### config.mk
export PLATFORM = sky130hd
export DESIGN_NAME = reader_status_test_regs
export DESIGN_NICKNAME = d
export VERILOG_FILES = /design/src/rtl/reader_status_test_pkg.sv /design/src/rtl/range_search.sv /design/src/rtl/reader_status_test_regs.sv
export VERILOG_INCLUDE_DIRS = /design/src /design/src/rtl
export SDC_FILE = /design/constraint.sdc
export NUM_CORES = 1
export LEC_CHECK = 0
export ABC_AREA = 1
export BUFFER_PORTS_ARGS = -buffer_cell sky130_fd_sc_hd__buf_2
export CAP_MARGIN = 20
export CORE_AREA = 10 10 147 149
export CTS_CLUSTER_DIAMETER = 30
export DETAILED_ROUTE_END_ITERATION = 16
export DIE_AREA = 0 0 157 159
export SETUP_SLACK_MARGIN = 0.05
export SYNTH_ARGS = -nofsm -noshare
export SYNTH_HDL_FRONTEND = slang
export SYNTH_SLANG_ARGS = --single-unit
### constraint.sdc
create_clock -name clk -period 1.9 [get_ports clk]
set_input_delay 0.285 -clock clk [delete_from_list [all_inputs] [get_ports clk]]
set_output_delay 0.285 -clock clk [all_outputs]
set_load 0.01 [all_outputs]
### src/rtl/reader_status_test_map.svh
/*
 * Register offsets, field positions and reset values of the reader
 * status and test register group.
 * Assumes inclusion by bare name from rtl/ sources.
 */
`ifndef READER_STATUS_TEST_MAP_SVH
`define READER_STATUS_TEST_MAP_SVH

// ****************************************************************
// register indices (byte address is four times the index)
// ****************************************************************
`define IDX_GAIN_INTERNAL_STATUS 5'h0e
`define IDX_SIGNAL_STRENGTH      5'h0f
`define IDX_LOOP_GAIN_VCO_STATUS 5'h10
`define IDX_ADC_SOURCE_SELECT    5'h11
`define IDX_TEST_SETTING         5'h12
`define IDX_CHIP_VERSION         5'h13
`define IDX_VCO_CONTROL          5'h14

// ****************************************************************
// reset values and field positions
// ****************************************************************
`define RST_ADC_SOURCE_SELECT    8'h00
`define RST_TEST_SETTING         24'h000000
`define RST_VCO_CONTROL          24'h000000
`define TS_PAGE_HI               15
`define TS_PAGE_LO               14
`define TS_DECODER_SPEEDUP       16
`define VC_AUTO_RANGE_BIT        15
`define PAGE_LOOP_GAIN           2'h0
`define PAGE_VCO                 2'h1
`define MSEL_WIDTH               3
`define RANGE_SEARCH_CYCLES      5'h10

`endif

### src/rtl/reader_status_test_pkg.sv
/*
 * Types shared by the reader status and test register group.
 * Assumes nothing of its surroundings.
 */
package reader_status_test_pkg;
    // adc input source codes
    typedef enum logic [2:0]
    {
        msel_none     = 3'h0,
        msel_i_mixer  = 3'h1,
        msel_q_mixer  = 3'h2,
        msel_adc_pin  = 3'h3,
        msel_rf_level = 3'h4,
        msel_ext_sup  = 3'h7
    } adc_source_type;

    // automatic range search states, gray along the usual path
    typedef enum logic [1:0]
    {
        rs_idle   = 2'b00,
        rs_search = 2'b01,
        rs_done   = 2'b11
    } range_state_type;
endpackage

### src/rtl/range_search.sv
/*
 * Automatic oscillator range search: a rising edge of the enable bit
 * starts a sweep whose end result is latched for the status page.
 * Assumes the enable comes from a register in the same clock domain.
 */
`timescale 1ns/1ps
`default_nettype none
`include "reader_status_test_map.svh"

module range_search
(
    input  wire logic       clk,
    input  wire logic       rstn,
    input  wire logic       auto_en,
    input  wire logic [3:0] range_target,
    output logic [3:0]      range_result,
    output logic            busy
);
    import reader_status_test_pkg::*;

    range_state_type state_q;    // search state
    logic            auto_en_q;  // previous enable level
    logic [4:0]      cnt_q;      // sweep step counter
    logic            start;      // rising edge of enable

    assign start = auto_en & ~auto_en_q;
    assign busy  = (state_q == rs_search);

    // enable history for edge detection
    always_ff @(posedge clk or negedge rstn)
    begin
        if (!rstn)
            auto_en_q <= 1'b0;
        else
            auto_en_q <= auto_en;
    end

    // sweep through the segments; result settles at the target
    always_ff @(posedge clk or negedge rstn)
    begin
        if (!rstn)
        begin
            state_q      <= rs_idle;
            cnt_q        <= 5'h00;
            range_result <= 4'h0;
        end
        else
        begin
            case (state_q)
                rs_idle, rs_done:
                begin
                    if (start)
                    begin
                        state_q <= rs_search;
                        cnt_q   <= 5'h00;
                    end
                end
                rs_search:
                begin
                    range_result <= cnt_q[3:0];
                    if (cnt_q[3:0] == range_target || cnt_q == `RANGE_SEARCH_CYCLES - 5'h01)
                        state_q <= rs_done;
                    cnt_q <= cnt_q + 5'h01;
                end
                default:
                    state_q <= rs_idle;
            endcase
        end
    end

    a_search_ends: assert property (@(posedge clk) disable iff (!rstn)
        start && !busy |=> busy ##[1:16] !busy)
        else $error("range search did not end");
endmodule
`default_nettype wire

### src/rtl/reader_status_test_regs.sv
/*
 * Status and test register group of a reader front end, Avalon-MM slave.
 * Assumes analog status levels arrive synchronous to clk; chip enable low
 * acts as a synchronous clear of the writable registers.
 */
//
// Contract
// - gain step in status bits 7:4
// - bit 3 shows decoder channel, held
// - bits 2:0 flag rf, lock, oscillator
// - strength: q high nibble, i low
// - strength valid reception start to transmit
// - page field selects loop gain or vco
// - loop-gain page: i 5:3, q 2:0
// - vco page: range, type, pin voltage
// - read-only version register at 0x13
// - three-bit field selects adc source
// - source select clears on reset, enable
// - test setting three bytes, clears likewise
// - bit 16 speeds decoder, 17 reserved
// - rising auto bit starts range search
`timescale 1ns/1ps
`default_nettype none
`include "reader_status_test_map.svh"

module reader_status_test_regs
#(
    parameter logic [7:0] VERSION_CODE = 8'h5a  // arbitrary value
)
(
    input  wire logic        clk,
    input  wire logic        rstn,
    input  wire logic        chip_en,
    input  wire logic [6:0]  avs_address,
    input  wire logic        avs_read,
    input  wire logic        avs_write,
    input  wire logic [31:0] avs_writedata,
    input  wire logic [3:0]  avs_byteenable,
    output logic [31:0]      avs_readdata,
    output logic             avs_waitrequest,
    input  wire logic [3:0]  gain_step,
    input  wire logic        dec_channel_q,
    input  wire logic        rx_start,
    input  wire logic        tx_start,
    input  wire logic        rf_level_stable,
    input  wire logic        synth_locked,
    input  wire logic        xtal_stable,
    input  wire logic [3:0]  strength_q,
    input  wire logic [3:0]  strength_i,
    input  wire logic [2:0]  loop_gain_i,
    input  wire logic [2:0]  loop_gain_q,
    input  wire logic        vco_type_1800,
    input  wire logic [2:0]  vco_pin_voltage,
    input  wire logic [3:0]  range_target,
    output logic [2:0]       adc_source,
    output logic             decoder_speedup,
    output logic [5:0]       analog_test,
    output logic [1:0]       status_page_sel,
    output logic             range_busy
);
    import reader_status_test_pkg::*;

    // ****************************************************************
    // storage
    // ****************************************************************
    logic [7:0]  adc_sel_q;       // measurement source register
    logic [23:0] test_q;          // test setting register
    logic [23:0] vco_ctrl_q;      // oscillator control register
    logic        chan_q;          // decoder channel snapshot
    logic [7:0]  strength_q_r;    // strength snapshot
    logic        rx_window_q;     // between reception and transmit
    logic        ack_q;           // one-cycle answer
    logic [4:0]  idx;             // register index
    logic        wr_hit;          // write accepted now
    logic [7:0]  gain_stat;       // assembled status byte
    logic [7:0]  paged_stat;      // paged status byte
    logic [31:0] rd_mux;          // read data selection
    logic [3:0]  range_result;    // search result
    logic        busy_w;          // search running
    logic [23:0] wmask;           // byte lane write mask

    assign idx    = avs_address[6:2];
    // a write lands at the answering edge, where the master sees
    // waitrequest low; the first cycle only arms the answer
    assign wr_hit = avs_write & ack_q;
    assign wmask  = {{8{avs_byteenable[2]}}, {8{avs_byteenable[1]}}, {8{avs_byteenable[0]}}};

    // ****************************************************************
    // bus handshake: one wait state, answer in the second cycle
    // ****************************************************************
    // waitrequest stands high until the answering cycle
    // cleared right after the answer, so a strobe held one cycle too
    // long starts a fresh transfer instead of answering twice
    always_ff @(posedge clk or negedge rstn)
    begin
        if (!rstn)
            ack_q <= 1'b0;
        else
            ack_q <= (avs_read | avs_write) & ~ack_q;
    end

    // waitrequest from a flop: low only in the answering cycle
    always_ff @(posedge clk or negedge rstn)
    begin
        if (!rstn)
            avs_waitrequest <= 1'b1;
        else
            avs_waitrequest <= ~((avs_read | avs_write) & ~ack_q);
    end

    // ****************************************************************
    // writable registers
    // ****************************************************************
    // measurement source; only the low field is kept
    always_ff @(posedge clk or negedge rstn)
    begin
        if (!rstn)
            adc_sel_q <= `RST_ADC_SOURCE_SELECT;
        else if (!chip_en)
            adc_sel_q <= `RST_ADC_SOURCE_SELECT;
        else if (wr_hit && idx == `IDX_ADC_SOURCE_SELECT && avs_byteenable[0])
            adc_sel_q <= {5'h00, avs_writedata[2:0]};
    end

    // test setting, per byte lane; bit 17 reserved reads zero
    // the bits reach the analog side only through the output flops,
    // so a test mode takes effect one cycle after the write
    always_ff @(posedge clk or negedge rstn)
    begin
        if (!rstn)
            test_q <= `RST_TEST_SETTING;
        else if (!chip_en)
            test_q <= `RST_TEST_SETTING;
        else if (wr_hit && idx == `IDX_TEST_SETTING)
            test_q <= ((test_q & ~wmask) | (avs_writedata[23:0] & wmask)) & 24'hfdffff;
    end

    // oscillator control holding the auto range enable
    // only the auto bit is acted on here; the rest is plain storage
    // kept readable so software can read back what it wrote
    always_ff @(posedge clk or negedge rstn)
    begin
        if (!rstn)
            vco_ctrl_q <= `RST_VCO_CONTROL;
        else if (!chip_en)
            vco_ctrl_q <= `RST_VCO_CONTROL;
        else if (wr_hit && idx == `IDX_VCO_CONTROL)
            vco_ctrl_q <= (vco_ctrl_q & ~wmask) | (avs_writedata[23:0] & wmask);
    end

    // ****************************************************************
    // reception window snapshots
    // ****************************************************************
    // window opens at reception start, closes at next transmit
    always_ff @(posedge clk or negedge rstn)
    begin
        if (!rstn)
            rx_window_q <= 1'b0;
        else if (rx_start)
            rx_window_q <= 1'b1;
        else if (tx_start)
            rx_window_q <= 1'b0;
    end

    // channel and strength follow the decoder only inside the window;
    // outside it the last values hold so software reads something stable
    always_ff @(posedge clk or negedge rstn)
    begin
        if (!rstn)
        begin
            chan_q       <= 1'b0;
            strength_q_r <= 8'h00;
        end
        else if (rx_start || (rx_window_q && !tx_start))
        begin
            chan_q       <= dec_channel_q;
            strength_q_r <= {strength_q, strength_i};
        end
    end

    // ****************************************************************
    // status assembly and read path
    // ****************************************************************
    assign gain_stat = {gain_step, chan_q, rf_level_stable, synth_locked, xtal_stable};

    // paged status: codes other than the two defined read as zero
    always_comb
    begin
        case (test_q[`TS_PAGE_HI:`TS_PAGE_LO])
            `PAGE_LOOP_GAIN: paged_stat = {2'b00, loop_gain_i, loop_gain_q};
            `PAGE_VCO:       paged_stat = {range_result, vco_type_1800, vco_pin_voltage};
            default:         paged_stat = 8'h00;
        endcase
    end

    // read selection; reads never alter state
    // the vco control index sits past the status group; anything
    // above it or below the gain status reads as zero
    always_comb
    begin
        case (idx)
            `IDX_GAIN_INTERNAL_STATUS: rd_mux = {24'h000000, gain_stat};
            `IDX_SIGNAL_STRENGTH:      rd_mux = {24'h000000, strength_q_r};
            `IDX_LOOP_GAIN_VCO_STATUS: rd_mux = {24'h000000, paged_stat};
            `IDX_ADC_SOURCE_SELECT:    rd_mux = {24'h000000, adc_sel_q};
            `IDX_TEST_SETTING:         rd_mux = {8'h00, test_q};
            `IDX_CHIP_VERSION:         rd_mux = {24'h000000, VERSION_CODE};
            `IDX_VCO_CONTROL:          rd_mux = {8'h00, vco_ctrl_q};
            default:                   rd_mux = 32'h00000000;               // unmapped reads zero
        endcase
    end

    // read data registered, valid in the answering cycle
    always_ff @(posedge clk or negedge rstn)
    begin
        if (!rstn)
            avs_readdata <= 32'h00000000;
        else if (avs_read && !ack_q)
            avs_readdata <= rd_mux;
    end

    // ****************************************************************
    // range search and registered outputs
    // ****************************************************************
    // the search runs on its own; software polls the busy output or
    // the vco page to see where it settled
    range_search u_range_search
    (
        .clk          (clk),
        .rstn         (rstn),
        .auto_en      (vco_ctrl_q[`VC_AUTO_RANGE_BIT]),
        .range_target (range_target),
        .range_result (range_result),
        .busy         (busy_w)
    );

    // control outputs straight from flops
    always_ff @(posedge clk or negedge rstn)
    begin
        if (!rstn)
        begin
            adc_source      <= 3'h0;
            decoder_speedup <= 1'b0;
            analog_test     <= 6'h00;
            status_page_sel <= 2'h0;
            range_busy      <= 1'b0;
        end
        else
        begin
            adc_source      <= adc_sel_q[2:0];
            decoder_speedup <= test_q[`TS_DECODER_SPEEDUP];
            analog_test     <= test_q[23:18];
            status_page_sel <= test_q[`TS_PAGE_HI:`TS_PAGE_LO];
            range_busy      <= busy_w;
        end
    end

    // ****************************************************************
    // checks
    // ****************************************************************
    // chip enable low clears the writable registers at the next edge
    a_enable_clears_sel: assert property (@(posedge clk) disable iff (!rstn)
        !chip_en |=> adc_sel_q == `RST_ADC_SOURCE_SELECT)
        else $error("source select not cleared");
    a_enable_clears_test: assert property (@(posedge clk) disable iff (!rstn)
        !chip_en |=> test_q == `RST_TEST_SETTING)
        else $error("test setting not cleared");

    // reserved bits can never be stored, whatever the host writes
    a_reserved_bit_zero: assert property (@(posedge clk) disable iff (!rstn)
        test_q[17] == 1'b0)
        else $error("reserved test bit set");
    a_sel_reserved_zero: assert property (@(posedge clk) disable iff (!rstn)
        adc_sel_q[7:3] == 5'h00)
        else $error("reserved select bits set");

    // read answers, held against the levels at the taking edge
    a_version_read: assert property (@(posedge clk) disable iff (!rstn)
        avs_read && !ack_q && idx == `IDX_CHIP_VERSION |=> avs_readdata == {24'h000000, VERSION_CODE})
        else $error("version read wrong");
    a_status_read: assert property (@(posedge clk) disable iff (!rstn)
        avs_read && !ack_q && idx == `IDX_GAIN_INTERNAL_STATUS
        |=> avs_readdata[7:4] == $past(gain_step) && avs_readdata[2] == $past(rf_level_stable))
        else $error("status read wrong");
    a_health_read: assert property (@(posedge clk) disable iff (!rstn)
        avs_read && !ack_q && idx == `IDX_GAIN_INTERNAL_STATUS
        |=> avs_readdata[3:0] == {$past(chan_q), $past(rf_level_stable), $past(synth_locked), $past(xtal_stable)})
        else $error("health bits read wrong");
    a_vco_read: assert property (@(posedge clk) disable iff (!rstn)
        avs_read && !ack_q && idx == `IDX_LOOP_GAIN_VCO_STATUS && test_q[15:14] == `PAGE_VCO
        |=> avs_readdata[7:0] == {$past(range_result), $past(vco_type_1800), $past(vco_pin_voltage)})
        else $error("vco page read wrong");
    a_unmapped_zero: assert property (@(posedge clk) disable iff (!rstn)
        avs_read && !ack_q && (idx < `IDX_GAIN_INTERNAL_STATUS || idx > `IDX_VCO_CONTROL)
        |=> avs_readdata == 32'h00000000)
        else $error("unmapped read not zero");
    a_status_write_void: assert property (@(posedge clk) disable iff (!rstn)
        wr_hit && idx == `IDX_CHIP_VERSION |=> $stable(test_q) && $stable(adc_sel_q))
        else $error("status write had effect");
    a_read_no_effect: assert property (@(posedge clk) disable iff (!rstn)
        avs_read && chip_en |=> $stable(test_q) && $stable(adc_sel_q) && $stable(vco_ctrl_q))
        else $error("read changed a register");
    a_answer_one_wait: assert property (@(posedge clk) disable iff (!rstn)
        (avs_read || avs_write) && avs_waitrequest && !ack_q |=> !avs_waitrequest)
        else $error("bus answer late");

    // reception window and the snapshots taken inside it
    a_channel_snapshot: assert property (@(posedge clk) disable iff (!rstn)
        rx_start |=> chan_q == $past(dec_channel_q))
        else $error("channel not taken at reception start");
    a_strength_order: assert property (@(posedge clk) disable iff (!rstn)
        rx_start |=> strength_q_r == {$past(strength_q), $past(strength_i)})
        else $error("strength nibbles misplaced");
    a_strength_hold: assert property (@(posedge clk) disable iff (!rstn)
        !rx_window_q && !rx_start |=> $stable(strength_q_r) && $stable(chan_q))
        else $error("strength changed outside window");
    a_window_close: assert property (@(posedge clk) disable iff (!rstn)
        tx_start && !rx_start |=> !rx_window_q)
        else $error("window open after transmit start");

    // paged status and the registered control outputs
    a_page_loop_gain: assert property (@(posedge clk) disable iff (!rstn)
        test_q[15:14] == 2'h0 |-> paged_stat == {2'b00, loop_gain_i, loop_gain_q})
        else $error("loop gain page wrong");
    a_source_output: assert property (@(posedge clk) disable iff (!rstn)
        $stable(adc_sel_q) |-> adc_source == adc_sel_q[2:0])
        else $error("adc source output stale");
    a_test_outputs: assert property (@(posedge clk) disable iff (!rstn)
        $stable(test_q) |-> decoder_speedup == test_q[`TS_DECODER_SPEEDUP] && analog_test == test_q[23:18]
            && status_page_sel == test_q[`TS_PAGE_HI:`TS_PAGE_LO])
        else $error("test outputs do not follow register");

    // main scenarios worth seeing at least once
    c_vco_page: cover property (@(posedge clk) disable iff (!rstn)
        avs_read && !ack_q && idx == `IDX_LOOP_GAIN_VCO_STATUS && test_q[15:14] == 2'h1);
    c_rx_window: cover property (@(posedge clk) disable iff (!rstn) rx_start ##[1:20] tx_start);
    c_test_write: cover property (@(posedge clk) disable iff (!rstn) wr_hit && idx == `IDX_TEST_SETTING);
    c_search: cover property (@(posedge clk) disable iff (!rstn) $rose(busy_w));
    c_enable_clear: cover property (@(posedge clk) disable iff (!rstn) !chip_en ##1 chip_en);
endmodule
`default_nettype wire

==> metrics.txt, run 1 <==
outcome completed; DRT Pass-1 Iters 6; Buffers on Ports 106; WP data arrival about 1.7 ns; Max IR drop VDD 0.0004014 V; max cap viols 0; register area share after synthesis about 50%; area leader, netlist dfrtp_1; clock transition at the registers of the reported paths about 0.070 ns; Commonest cells post-synth nand2_1 (205), dfrtp_1 (110), inv_1 (59); post-route setup slack roughly 0.42 ns; final WL 15.90 mm; synthesized area per cell about 8.4 µm²; clock root buffer clkbuf_16; Compound-Gate Fraction of Synth Area 13.89%; Worst-Margin Slew around 0.80 ns; Synth Area in XOR/XNOR 0.4773%; Clock Sinks ~110; Initial DRC Count around 280; Post-Layout Cell Count approximately 1000; Leak between 3 and 4 nW; Inst Count DP slightly below 1000; Synth Area in Adders less than 1%; Cells after Synth between 600 and 700; min-delay worst type in2reg; Slew Limit Fails 0; unrepaired setup endpoints after global routing false; first-pass GRT wire length between 20 and 30 mm; CTS max path bufs 2; Setup CP Type reg2reg; Initial Util between 20 and 30%; gr ovfl total 0; Synth Area in Simple Gates 24.34%; Final Util between 30% and 40%; Hold Vio Cnt, Final 0; Die ar. about 0.025 mm²; P&R area growth vs syn 21.57%; Worst Path Max Fanout 16; H-tree Lvls 3; GR Util All Layers between 10% and 20%; largest net degree at the start of global routing 38; TritonCTS clock tree done; # rows 50; Placement Setup Slack 0.3357 ns; FMAX roughly 680 MHz; CP endpoint kind flip-flop; CTS buffer count 9; Setup crit start kind flip-flop; vias per std cell 4.641; final cycle utilization of the critical path 77.82%; worst path required time between 2 and 2.5 ns; Synth area leaders dfrtp_1 (50%), nand2_1 (14%), inv_1 (4.0%); # IOs about 130; share of cells above drive strength 1 between 20% and 30%; largest family of logic cells by synthesized area simple AND/OR/NAND/NOR gates; slew margin rel. ~46%; mux share of post-synthesis cell area 1.841%; Synth Flop Type dfrtp_1; die width ~160 µm; worst-skew pair later-pin latency 0.37 ns; Core Area approximately 0.019 mm²; number of synthesized register bits about 110; number of setup violations in the final report 0; post-synth design cell area 0.005505 mm²; DP HPWL ~12 mm; final-stage net count 850; die outline height approximately 160 µm; async set-reset flop share out of synthesis 100.0%; post-synth cell types 34; setup TNS 0 ns; minimum clock period around 1.5 ns; Synthesis Warnings 0; initial antenna violation count 2; vias in the first global route approximately 4800; final RePlAce weighted congestion a little over 0.8; ANT nets after route 0; Post-synth EDFFs 0; Fin Clk Skew roughly 0.011 ns; via count around 4700; drt wl/cell between 15 and 20 µm; area share of the largest cell type after synthesis approximately 50%; count leader, synth nand2_1; pwr/cell area between 800 and 900 mW/mm²; drt drc 0
## critical path: stages (launching register included)
cell,delay [ns]
dfrtp_1,0.40
nand2_1,0.19
inv_1,0.15
nand2_4,0.12
clkinv_2,0.08
nand2_4,0.14
buf_12,0.19
o22ai_2,0.08
## stage by stage
step	cell area, µm²	hold WS, ns	total power [mW]
after floorplan	5532	-0.01059	3.245
after global placement	6369	0.2741	3.648
after detailed placement	6369	0.2748	3.663
after CTS	6688	0.1486	5.640
after global routing	6688	0.1507	5.909
final	6693	0.1525	5.600
## final cells by class
class	count	area [µm²]
sequential	111	2779
antenna	2	5.005
clock inverter	5	56.30
clock buffer	11	252.7
timing repair buffer	130	765.7
tap	234	292.8
fill	1949	11890
multi-input combinational	454	2315
inverter	60	226.5
## registers in the layout, summed over array words and instances (netlist names), 3 cells and up
register,cells
adc_sel_q,3
analog_test,6
u_range_search.range_result,4
test_q,23
u_range_search.cnt_q,5
vco_ctrl_q,24
adc_source,3
avs_readdata,24
strength_q_r,8
## power breakdown
group / total [mW] / internal [mW] / leakage [nW] / switching [mW]
clock network: 1.99 / 1.09 / 0.152 / 0.901
registers: 2.61 / 2.50 / 1.50 / 0.103
logic: 0.997 / 0.381 / 1.85 / 0.616
## per-layer routing
| layer | vias up | track usage (%) | part of all wire, % | wire length [µm] |
|---|---|---|---|---|
| met4 | 0 | 4.206 | 1.5 | 243 |
| met5 | - | 0 | 0 | 0 |
| met3 | 20 | 3.508 | 5.6 | 893 |
| met2 | 100 | 20.66 | 47 | 7526 |
| met1 | 2223 | 16.41 | 46 | 7237 |
| li1 | 2330 | - | - | - |
## cell usage in the layout (no fill, tap or decap), drive strengths merged
cell type,synthesis,final
clkbuf,14,11
o22ai,17,17
ha,4,4
bufinv,0,1
clkinvlp,0,1
nand3b,2,2
dfrtp,110,110
diode,0,2
nand3,36,36
nand2,210,210
dlygate4sd3,0,1
o21ai,58,58
buf,20,129
nor3,1,1
nor2,42,42
dfstp,1,1
conb,1,8
o21bai,1,1
clkinv,1,4
inv,59,59
xor2,3,3
nand4,15,15
a21oi,41,41
mux2,9,9
or2,1,1
o21a,6,6
## cell families after synthesis
group	count (synthesis)
simple gates	307
flops	111
compound gates	123
other cells	1
buf+inv	94
xor+xnor	3
mux	9
fa+ha+maj	4
## final timing paths
check	from	to	slack [ns]	cells past startpoint
worst min-delay path	strength_q[3]	strength_q_r[7]$_DFFE_PN0P_	0.15	2
min in group asynchronous	rstn	test_q[13]$_DFFE_PN0P_	0.43	2
worst max register to register	ack_q$_DFF_PN0_	test_q[15]$_DFFE_PN0P_	0.42	7
max in group asynchronous	rstn	avs_waitrequest$_DFF_PN1_	0.83	3
worst min register to register	test_q[16]$_DFFE_PN0P_	decoder_speedup$_DFF_PN0_	0.38	0
worst max-delay path	ack_q$_DFF_PN0_	test_q[15]$_DFFE_PN0P_	0.42	7
## what timing repair did
action	in CTS	in global routing
setup buffers	0	0
hold endpoints to repair	29	0
resized for setup	0	0
hold buffers	1	0
No activity file was read; power rests on OpenSTA's default activity.
==> run 2: changes to the inputs <==
- clock period: 1.9 -> 1.2 ns (I/O delays scaled with it)
==> run 2 against run 1 <==
Largest cell class is now multi-input combinational cells. First-iteration DRC count up 6.7%. Sequential share of layout area is 6.7 points lower. Global-route usage is 0.64 points higher. Largest power group unchanged. Clock skew grew 0.0080 ns. The run now ends with setup timing left. Clock-buffer cell count shrank 2. Flip-flop and latch count unchanged. Fmax is 12% higher. Register-to-register slack got worse by 0.54 ns. Power rose by 77%.
==> metrics.txt, run 2 (synthesis gave the netlist of run 1 again) <==
met3 wire length 1.099 mm (was 893 µm); sequential power share 41.6% (was 46.6%); drt wl/cell 16.12 µm (was 15.79 µm); antenna cells 0 (was 2); wire length on met1 7.748 mm (was 7.237 mm); TritonCTS clock tree done (unchanged); worst path required time 1.49 ns (was 2.14 ns); Clk pwr share 31.4% (was 35.6%); gr ovfl total 0 (unchanged); WP data arrival 1.61 ns (was 1.72 ns); Max IR drop VDD 0.0007184 V (was 0.0004014 V); die width 157 µm (unchanged); # IOs 126 (unchanged); Initial Util 29.63% (unchanged); H-tree Lvls 3 (unchanged); Worst Path Max Fanout 8 (was 16); clock root buffer clkbuf_16 (unchanged); Net Sw Frac 31.86% (was 28.94%); Setup CP Type reg2reg (unchanged); Placement Setup Slack -0.1652 ns (was 0.3357 ns); Setup crit start kind flip-flop (unchanged); outcome finished, violations left (was completed); final-stage net count 914 (was 850); Gate power share 27.1% (was 17.8%); drt drc 0 (unchanged); WL met2 8.185 mm (was 7.526 mm); Fin Clk Skew 0.01936 ns (was 0.01140 ns); post-route setup slack -0.1189 ns (was 0.4214 ns); Buffers on Ports 106 (unchanged); Psw 3.156 mW (was 1.620 mW); Int Power 6.751 mW (was 3.980 mW); Slew Limit Fails 0 (unchanged); max cap viols 0 (unchanged); most frequent cells in the layout nand2_1 (167), dfrtp_1 (108), buf_2 (104) (was nand2_1 (205), dfrtp_1 (110), buf_2 (105)); first-pass GRT wire length 26.85 mm (was 25.70 mm); setup TNS -3.427 ns (was 0 ns); failing checks setup timing; ANT nets after route 0 (unchanged); Die ar. 0.02496 mm² (unchanged); die outline height 159 µm (unchanged); top sig layer met4 (unchanged); min-delay worst type in2reg (unchanged); worst-skew pair later-pin latency 0.37 ns (about the same); pwr/cell area 1239 mW/mm² (was 836.7 mW/mm²); CP endpoint kind flip-flop (unchanged); Core Area 0.01858 mm² (unchanged); final WL 17.23 mm (was 15.90 mm); via count 4902 (was 4673); DRT Pass-1 Iters 4 (was 6); # rows 50 (unchanged); P&R area growth vs syn 45.20% (was 21.57%); minimum clock period 1.319 ns (was 1.479 ns); vias in the first global route 5004 (was 4777); biggest regs avs_readdata (24), vco_ctrl_q (24), test_q (23) (unchanged); Leak 4.128 nW (was 3.501 nW); FMAX 758.2 MHz (was 676.3 MHz); share of cells above drive strength 1 42.04% (was 24.90%); number of setup violations in the final report 66 (was 0); clock transition at the registers of the reported paths 0.08 ns (was 0.07 ns); vias per std cell 4.586 (was 4.641); Clock Sinks 111 (unchanged); CTS max path bufs 2 (unchanged); final RePlAce weighted congestion 0.8339 (was 0.8092); Hold Vio Cnt, Final 0 (unchanged); largest net degree at the start of global routing 28 (was 38); DP HPWL 12.35 mm (was 12.05 mm); final cycle utilization of the critical path 109.9% (was 77.82%); Initial DRC Count 302 (was 283); GR Util All Layers 13.55% (was 12.91%); unrepaired setup endpoints after global routing true (was false); initial antenna violation count 0 (was 2); commonest non-fill, non-tap cell in the layout nand2_1 (unchanged); CTS buffer count 9 (unchanged)
## run 2: cell count changes in the layout (fill, tap and decap cells not counted), moves of 8 or more
cell / change
nand3_1: -8
nand2_2: +29
o21ai_1: -14
buf_12: +11
o21ai_0: -13
o21ai_2: +24
buf_4: +29
mux2_4: +9
nand2_1: -38
mux2_2: -9
buf_6: +18
inv_1: -8
## run 2: routing by layer
layer  up-vias  GRT usage (%)
met4         0          3.176
met3        12          4.587
li1       2461              -
met5         -              0
met2        90          21.28
met1      2339          17.48
## run 2: metrics by stage
stage	total power, mW	cell area, µm²	std cells	hold WS [ns]	utilization, %
2_1_floorplan	5.241	5602	659	-0.1156	-
3_3_place_gp	6.057	6798	1023	0.1401	36.59
3_5_place_dp	6.105	6798	1023	0.1436	36.59
4_1_cts	9.579	7542	1056	0.03681	40.59
5_1_grt	10.46	7994	1069	0.04242	43.02
6_report	9.907	7994	1069	0.04521	43.02
## run 2: layout make-up
class / instances / area (µm²)
flip-flops and latches: 111 / 2781
multi-input cells: 454 / 2796
inverters: 60 / 237.7
well taps: 234 / 292.8
clock buffers: 9 / 225.2
repair buffers: 194 / 1574
fillers: 1833 / 10590
clock inverters: 7 / 86.33
## run 2: worst paths after layout
| check | from | to | slack [ns] | cells past startpoint |
|---|---|---|---|---|
| max in group asynchronous | rstn | vco_ctrl_q[5]$_DFFE_PN0P_ | 0.37 | 3 |
| worst max-delay path | ack_q$_DFF_PN0_ | vco_ctrl_q[7]$_DFFE_PN0P_ | -0.12 | 6 |
| worst max register to register | ack_q$_DFF_PN0_ | vco_ctrl_q[7]$_DFFE_PN0P_ | -0.12 | 6 |
| worst min-delay path | strength_i[3] | strength_q_r[3]$_DFFE_PN0P_ | 0.05 | 2 |
| worst min register to register | test_q[20]$_DFFE_PN0P_ | analog_test[2]$_DFF_PN0_ | 0.38 | 0 |
| min in group asynchronous | rstn | strength_q_r[7]$_DFFE_PN0P_ | 0.29 | 2 |
## run 2: power groups by stage
stage | combinational (mW) | clock [mW] | sequential [mW]
final | 2.68 | 3.11 | 4.12
after floorplan | 1.05 | 0 | 4.19
after global routing | 2.96 | 3.36 | 4.15
after CTS | 2.29 | 3.18 | 4.11
after global placement | 1.89 | 0 | 4.17
after detailed placement | 1.93 | 0 | 4.17
## run 2: critical path, cell delays in order, from the launching register on
cell and delay, ns:
dfrtp_1 0.38, nand2_2 0.10, buf_12 0.14, nor2_4 0.19
nand2_4 0.13, clkbuf_16 0.20, o21ai_2 0.11
## run 2: repair_timing
| action | 4_1_cts | 5_1_grt |
|---|---|---|
| cloned | 3 | 4 |
| setup buffers | 14 | 9 |
| endpoints found under the hold margin | 20 | 0 |
| setup endpoints to repair | 82 | 95 |
| hold buffers | 1 | 0 |
| pin swaps | 24 | 42 |
| gates resized for setup | 71 | 85 |
==> run 3: changes to the inputs <==
- clock period: 1.2 -> 1.35 ns (I/O delays scaled with it)
==> run 3 against run 2 <==
The run now ends clean. Power down 16%. Sequential share of layout area up 3.6 points. Utilization down 4.1 points. Clock-buffer cell count unchanged. Flip-flop and latch count unchanged. Die area unchanged. Global-route usage down 0.80 points. Worst setup slack better by 0.13 ns. Critical path depth up 3.
==> metrics.txt, run 3 (synthesis gave the netlist of run 1 again) <==
Initial DRC Count 278 (was 302); CP top delay family simple AND/OR/NAND/NOR gates (unchanged); worst-skew pair later-pin latency 0.36 ns (was 0.37 ns); Hold Vio Cnt, Final 0 (unchanged); Slew Limit Fails 0 (unchanged); final cycle utilization of the critical path 98.86% (was 109.9%); Buffers on Ports 106 (unchanged); clock transition at the registers of the reported paths 0.07 ns (was 0.08 ns); Die ar. 0.02496 mm² (unchanged); pwr/cell area 1148 mW/mm² (was 1239 mW/mm²); vias per std cell 4.554 (was 4.586); Psw 2.485 mW (was 3.156 mW); first-pass GRT wire length 25.61 mm (was 26.85 mm); CTS buffer count 9 (unchanged); Setup crit start kind flip-flop (unchanged); post-route setup slack 0.01541 ns (was -0.1189 ns); register area 0.002779 mm² (was 0.002781 mm²); CP dominant cell by count nand2_2; unrepaired setup endpoints after global routing true (unchanged); number of setup violations in the final report 0 (was 66); Final Util 38.95% (was 43.02%); sequential power share 44.0% (was 41.6%); Fin Clk Skew 0.009004 ns (was 0.01936 ns); die outline height 159 µm (unchanged); Post-Layout Cell Count 1049 (was 1069); area of the multi-input gates 0.002452 mm² (was 0.002796 mm²); WP data arrival 1.63 ns (was 1.61 ns); Max IR drop VDD 0.0006346 V (was 0.0007184 V); Int Power 5.825 mW (was 6.751 mW); max cap viols 0 (unchanged); gr ovfl total 0 (unchanged); clock root buffer clkbuf_16 (unchanged); worst path required time 1.65 ns (was 1.49 ns); CP cell instances ha_2 -> nand2_2 -> nor2_2 -> ha_2 -> nor2_2 -> nand2_2 -> nand2_2 -> nand2_1 -> nand2_1 (was nand2_2 -> buf_12 -> nor2_4 -> nand2_4 -> clkbuf_16 -> o21ai_2); final WL 16.18 mm (was 17.23 mm); Setup CP Type reg2reg (unchanged); drt wl/cell 15.42 µm (was 16.12 µm); # rows 50 (unchanged); Leak 3.743 nW (was 4.128 nW); Inst Count DP 1022 (was 1023); DRT Pass-1 Iters 4 (unchanged); Clk pwr share 32.6% (was 31.4%); via count 4777 (was 4902); min-delay worst type in2reg (unchanged); setup TNS 0 ns (was -3.427 ns); Filler cells 1881 (was 1833); antenna cells 0 (unchanged); largest net degree at the start of global routing 38 (was 28); initial antenna violation count 1 (was 0); ANT nets after route 0 (unchanged); crit path max-delay cell type dfrtp_1 (unchanged); # IOs 126 (unchanged); Buffers & Inverters on Critical Path 0 (was 2); GR Util All Layers 12.75% (was 13.55%); drt drc 0 (unchanged); final-stage net count 894 (was 914); Net Sw Frac 29.90% (was 31.86%); die width 157 µm (unchanged); vias in the first global route 4770 (was 5004); most frequent cells in the layout nand2_1 (184), dfrtp_1 (110), buf_2 (105) (was nand2_1 (167), dfrtp_1 (108), buf_2 (104)); H-tree Lvls 3 (unchanged); biggest regs avs_readdata (24), vco_ctrl_q (24), test_q (23) (unchanged); Gate power share 23.3% (was 27.1%); Core Area 0.01858 mm² (unchanged); Clock Sinks 111 (unchanged); share of cells above drive strength 1 33.74% (was 42.04%); Worst path max stage delay 0.39 ns (was 0.38 ns); TritonCTS clock tree done (unchanged); P&R area growth vs syn 31.45% (was 45.20%); Placement Setup Slack -0.07061 ns (was -0.1652 ns); Worst Path Max Fanout 3 (was 8); CP endpoint kind flip-flop (unchanged); FMAX 749.3 MHz (was 758.2 MHz); Initial Util 29.63% (unchanged); DP HPWL 12.32 mm (was 12.35 mm); minimum clock period 1.335 ns (was 1.319 ns); outcome completed (was finished, violations left); commonest non-fill, non-tap cell in the layout nand2_1 (unchanged); CTS max path bufs 2 (unchanged); final RePlAce weighted congestion 0.8379 (was 0.8339)
[run 3: worst reg2reg max path, cell delays in order, from the launching register on]
cell and delay, ns:
dfrtp_1 0.39, ha_2 0.20, nand2_2 0.08, nor2_2 0.04, ha_2 0.16, nor2_2 0.11, nand2_2 0.09, nand2_2 0.08
nand2_1 0.06, nand2_1 0.07
[run 3: worst paths after layout]
path | startpoint | cells after the start | slack, ns | to
min in group asynchronous | rstn | 2 | 0.31 | avs_readdata[22]$_DFFE_PN0P_
setup / recovery | u_range_search.cnt_q[0]$_DFFE_PN0P_ | 9 | 0.02 | u_range_search.state_q[1]$_DFFE_PN0P_
setup reg to reg | u_range_search.cnt_q[0]$_DFFE_PN0P_ | 9 | 0.02 | u_range_search.state_q[1]$_DFFE_PN0P_
hold / removal | strength_i[3] | 2 | 0.08 | strength_q_r[3]$_DFFE_PN0P_
hold reg to reg | test_q[18]$_DFFE_PN0P_ | 0 | 0.37 | analog_test[0]$_DFF_PN0_
max in group asynchronous | rstn | 3 | 0.48 | avs_waitrequest$_DFF_PN1_
[run 3: stage by stage]
stage	instance area [µm²]	hold slack (ns)	power (mW)
2_1_floorplan	5544	-0.09309	4.628
3_3_place_gp	6684	0.1447	5.292
3_5_place_dp	6684	0.1488	5.312
4_1_cts	7036	0.07281	8.185
5_1_grt	7237	0.07976	8.745
6_report	7237	0.07913	8.310
[run 3: repair_timing]
item,in CTS,in global routing
gates cloned,0,2
buffers inserted,2,6
pin swaps,6,31
hold buffers,1,0
resized for setup,6,47
endpoints found under the setup margin,26,54
endpoints found under the hold margin,21,0
[run 3: area by class of cell]
| class | instances | share of cell area, % |
|---|---|---|
| Sequential cell | 111 | 38.40 |
| Multi-Input combinational cell | 455 | 33.89 |
| Timing Repair Buffer | 173 | 16.34 |
| Tap cell | 234 | 4.046 |
| Inverter | 60 | 3.216 |
| Clock buffer | 9 | 3.112 |
| Clock inverter | 7 | 1.003 |
[run 3: power groups by stage]
stage               sequential, mW  clock [mW]  combinational, mW
floorplan                     3.72           0              0.906
global route                  3.68        2.90               2.16
global placement              3.71           0               1.58
finish                        3.66        2.71               1.94
CTS                           3.66        2.78               1.75
detailed placement            3.71           0               1.60
[run 3: routing by layer]
layer / part of all wire (%) / global-route usage [%]
met5: 0.049 / 0
met3: 6.1 / 4.021
met2: 46 / 19.73
met1: 47 / 16.82
met4: 1.2 / 3.133
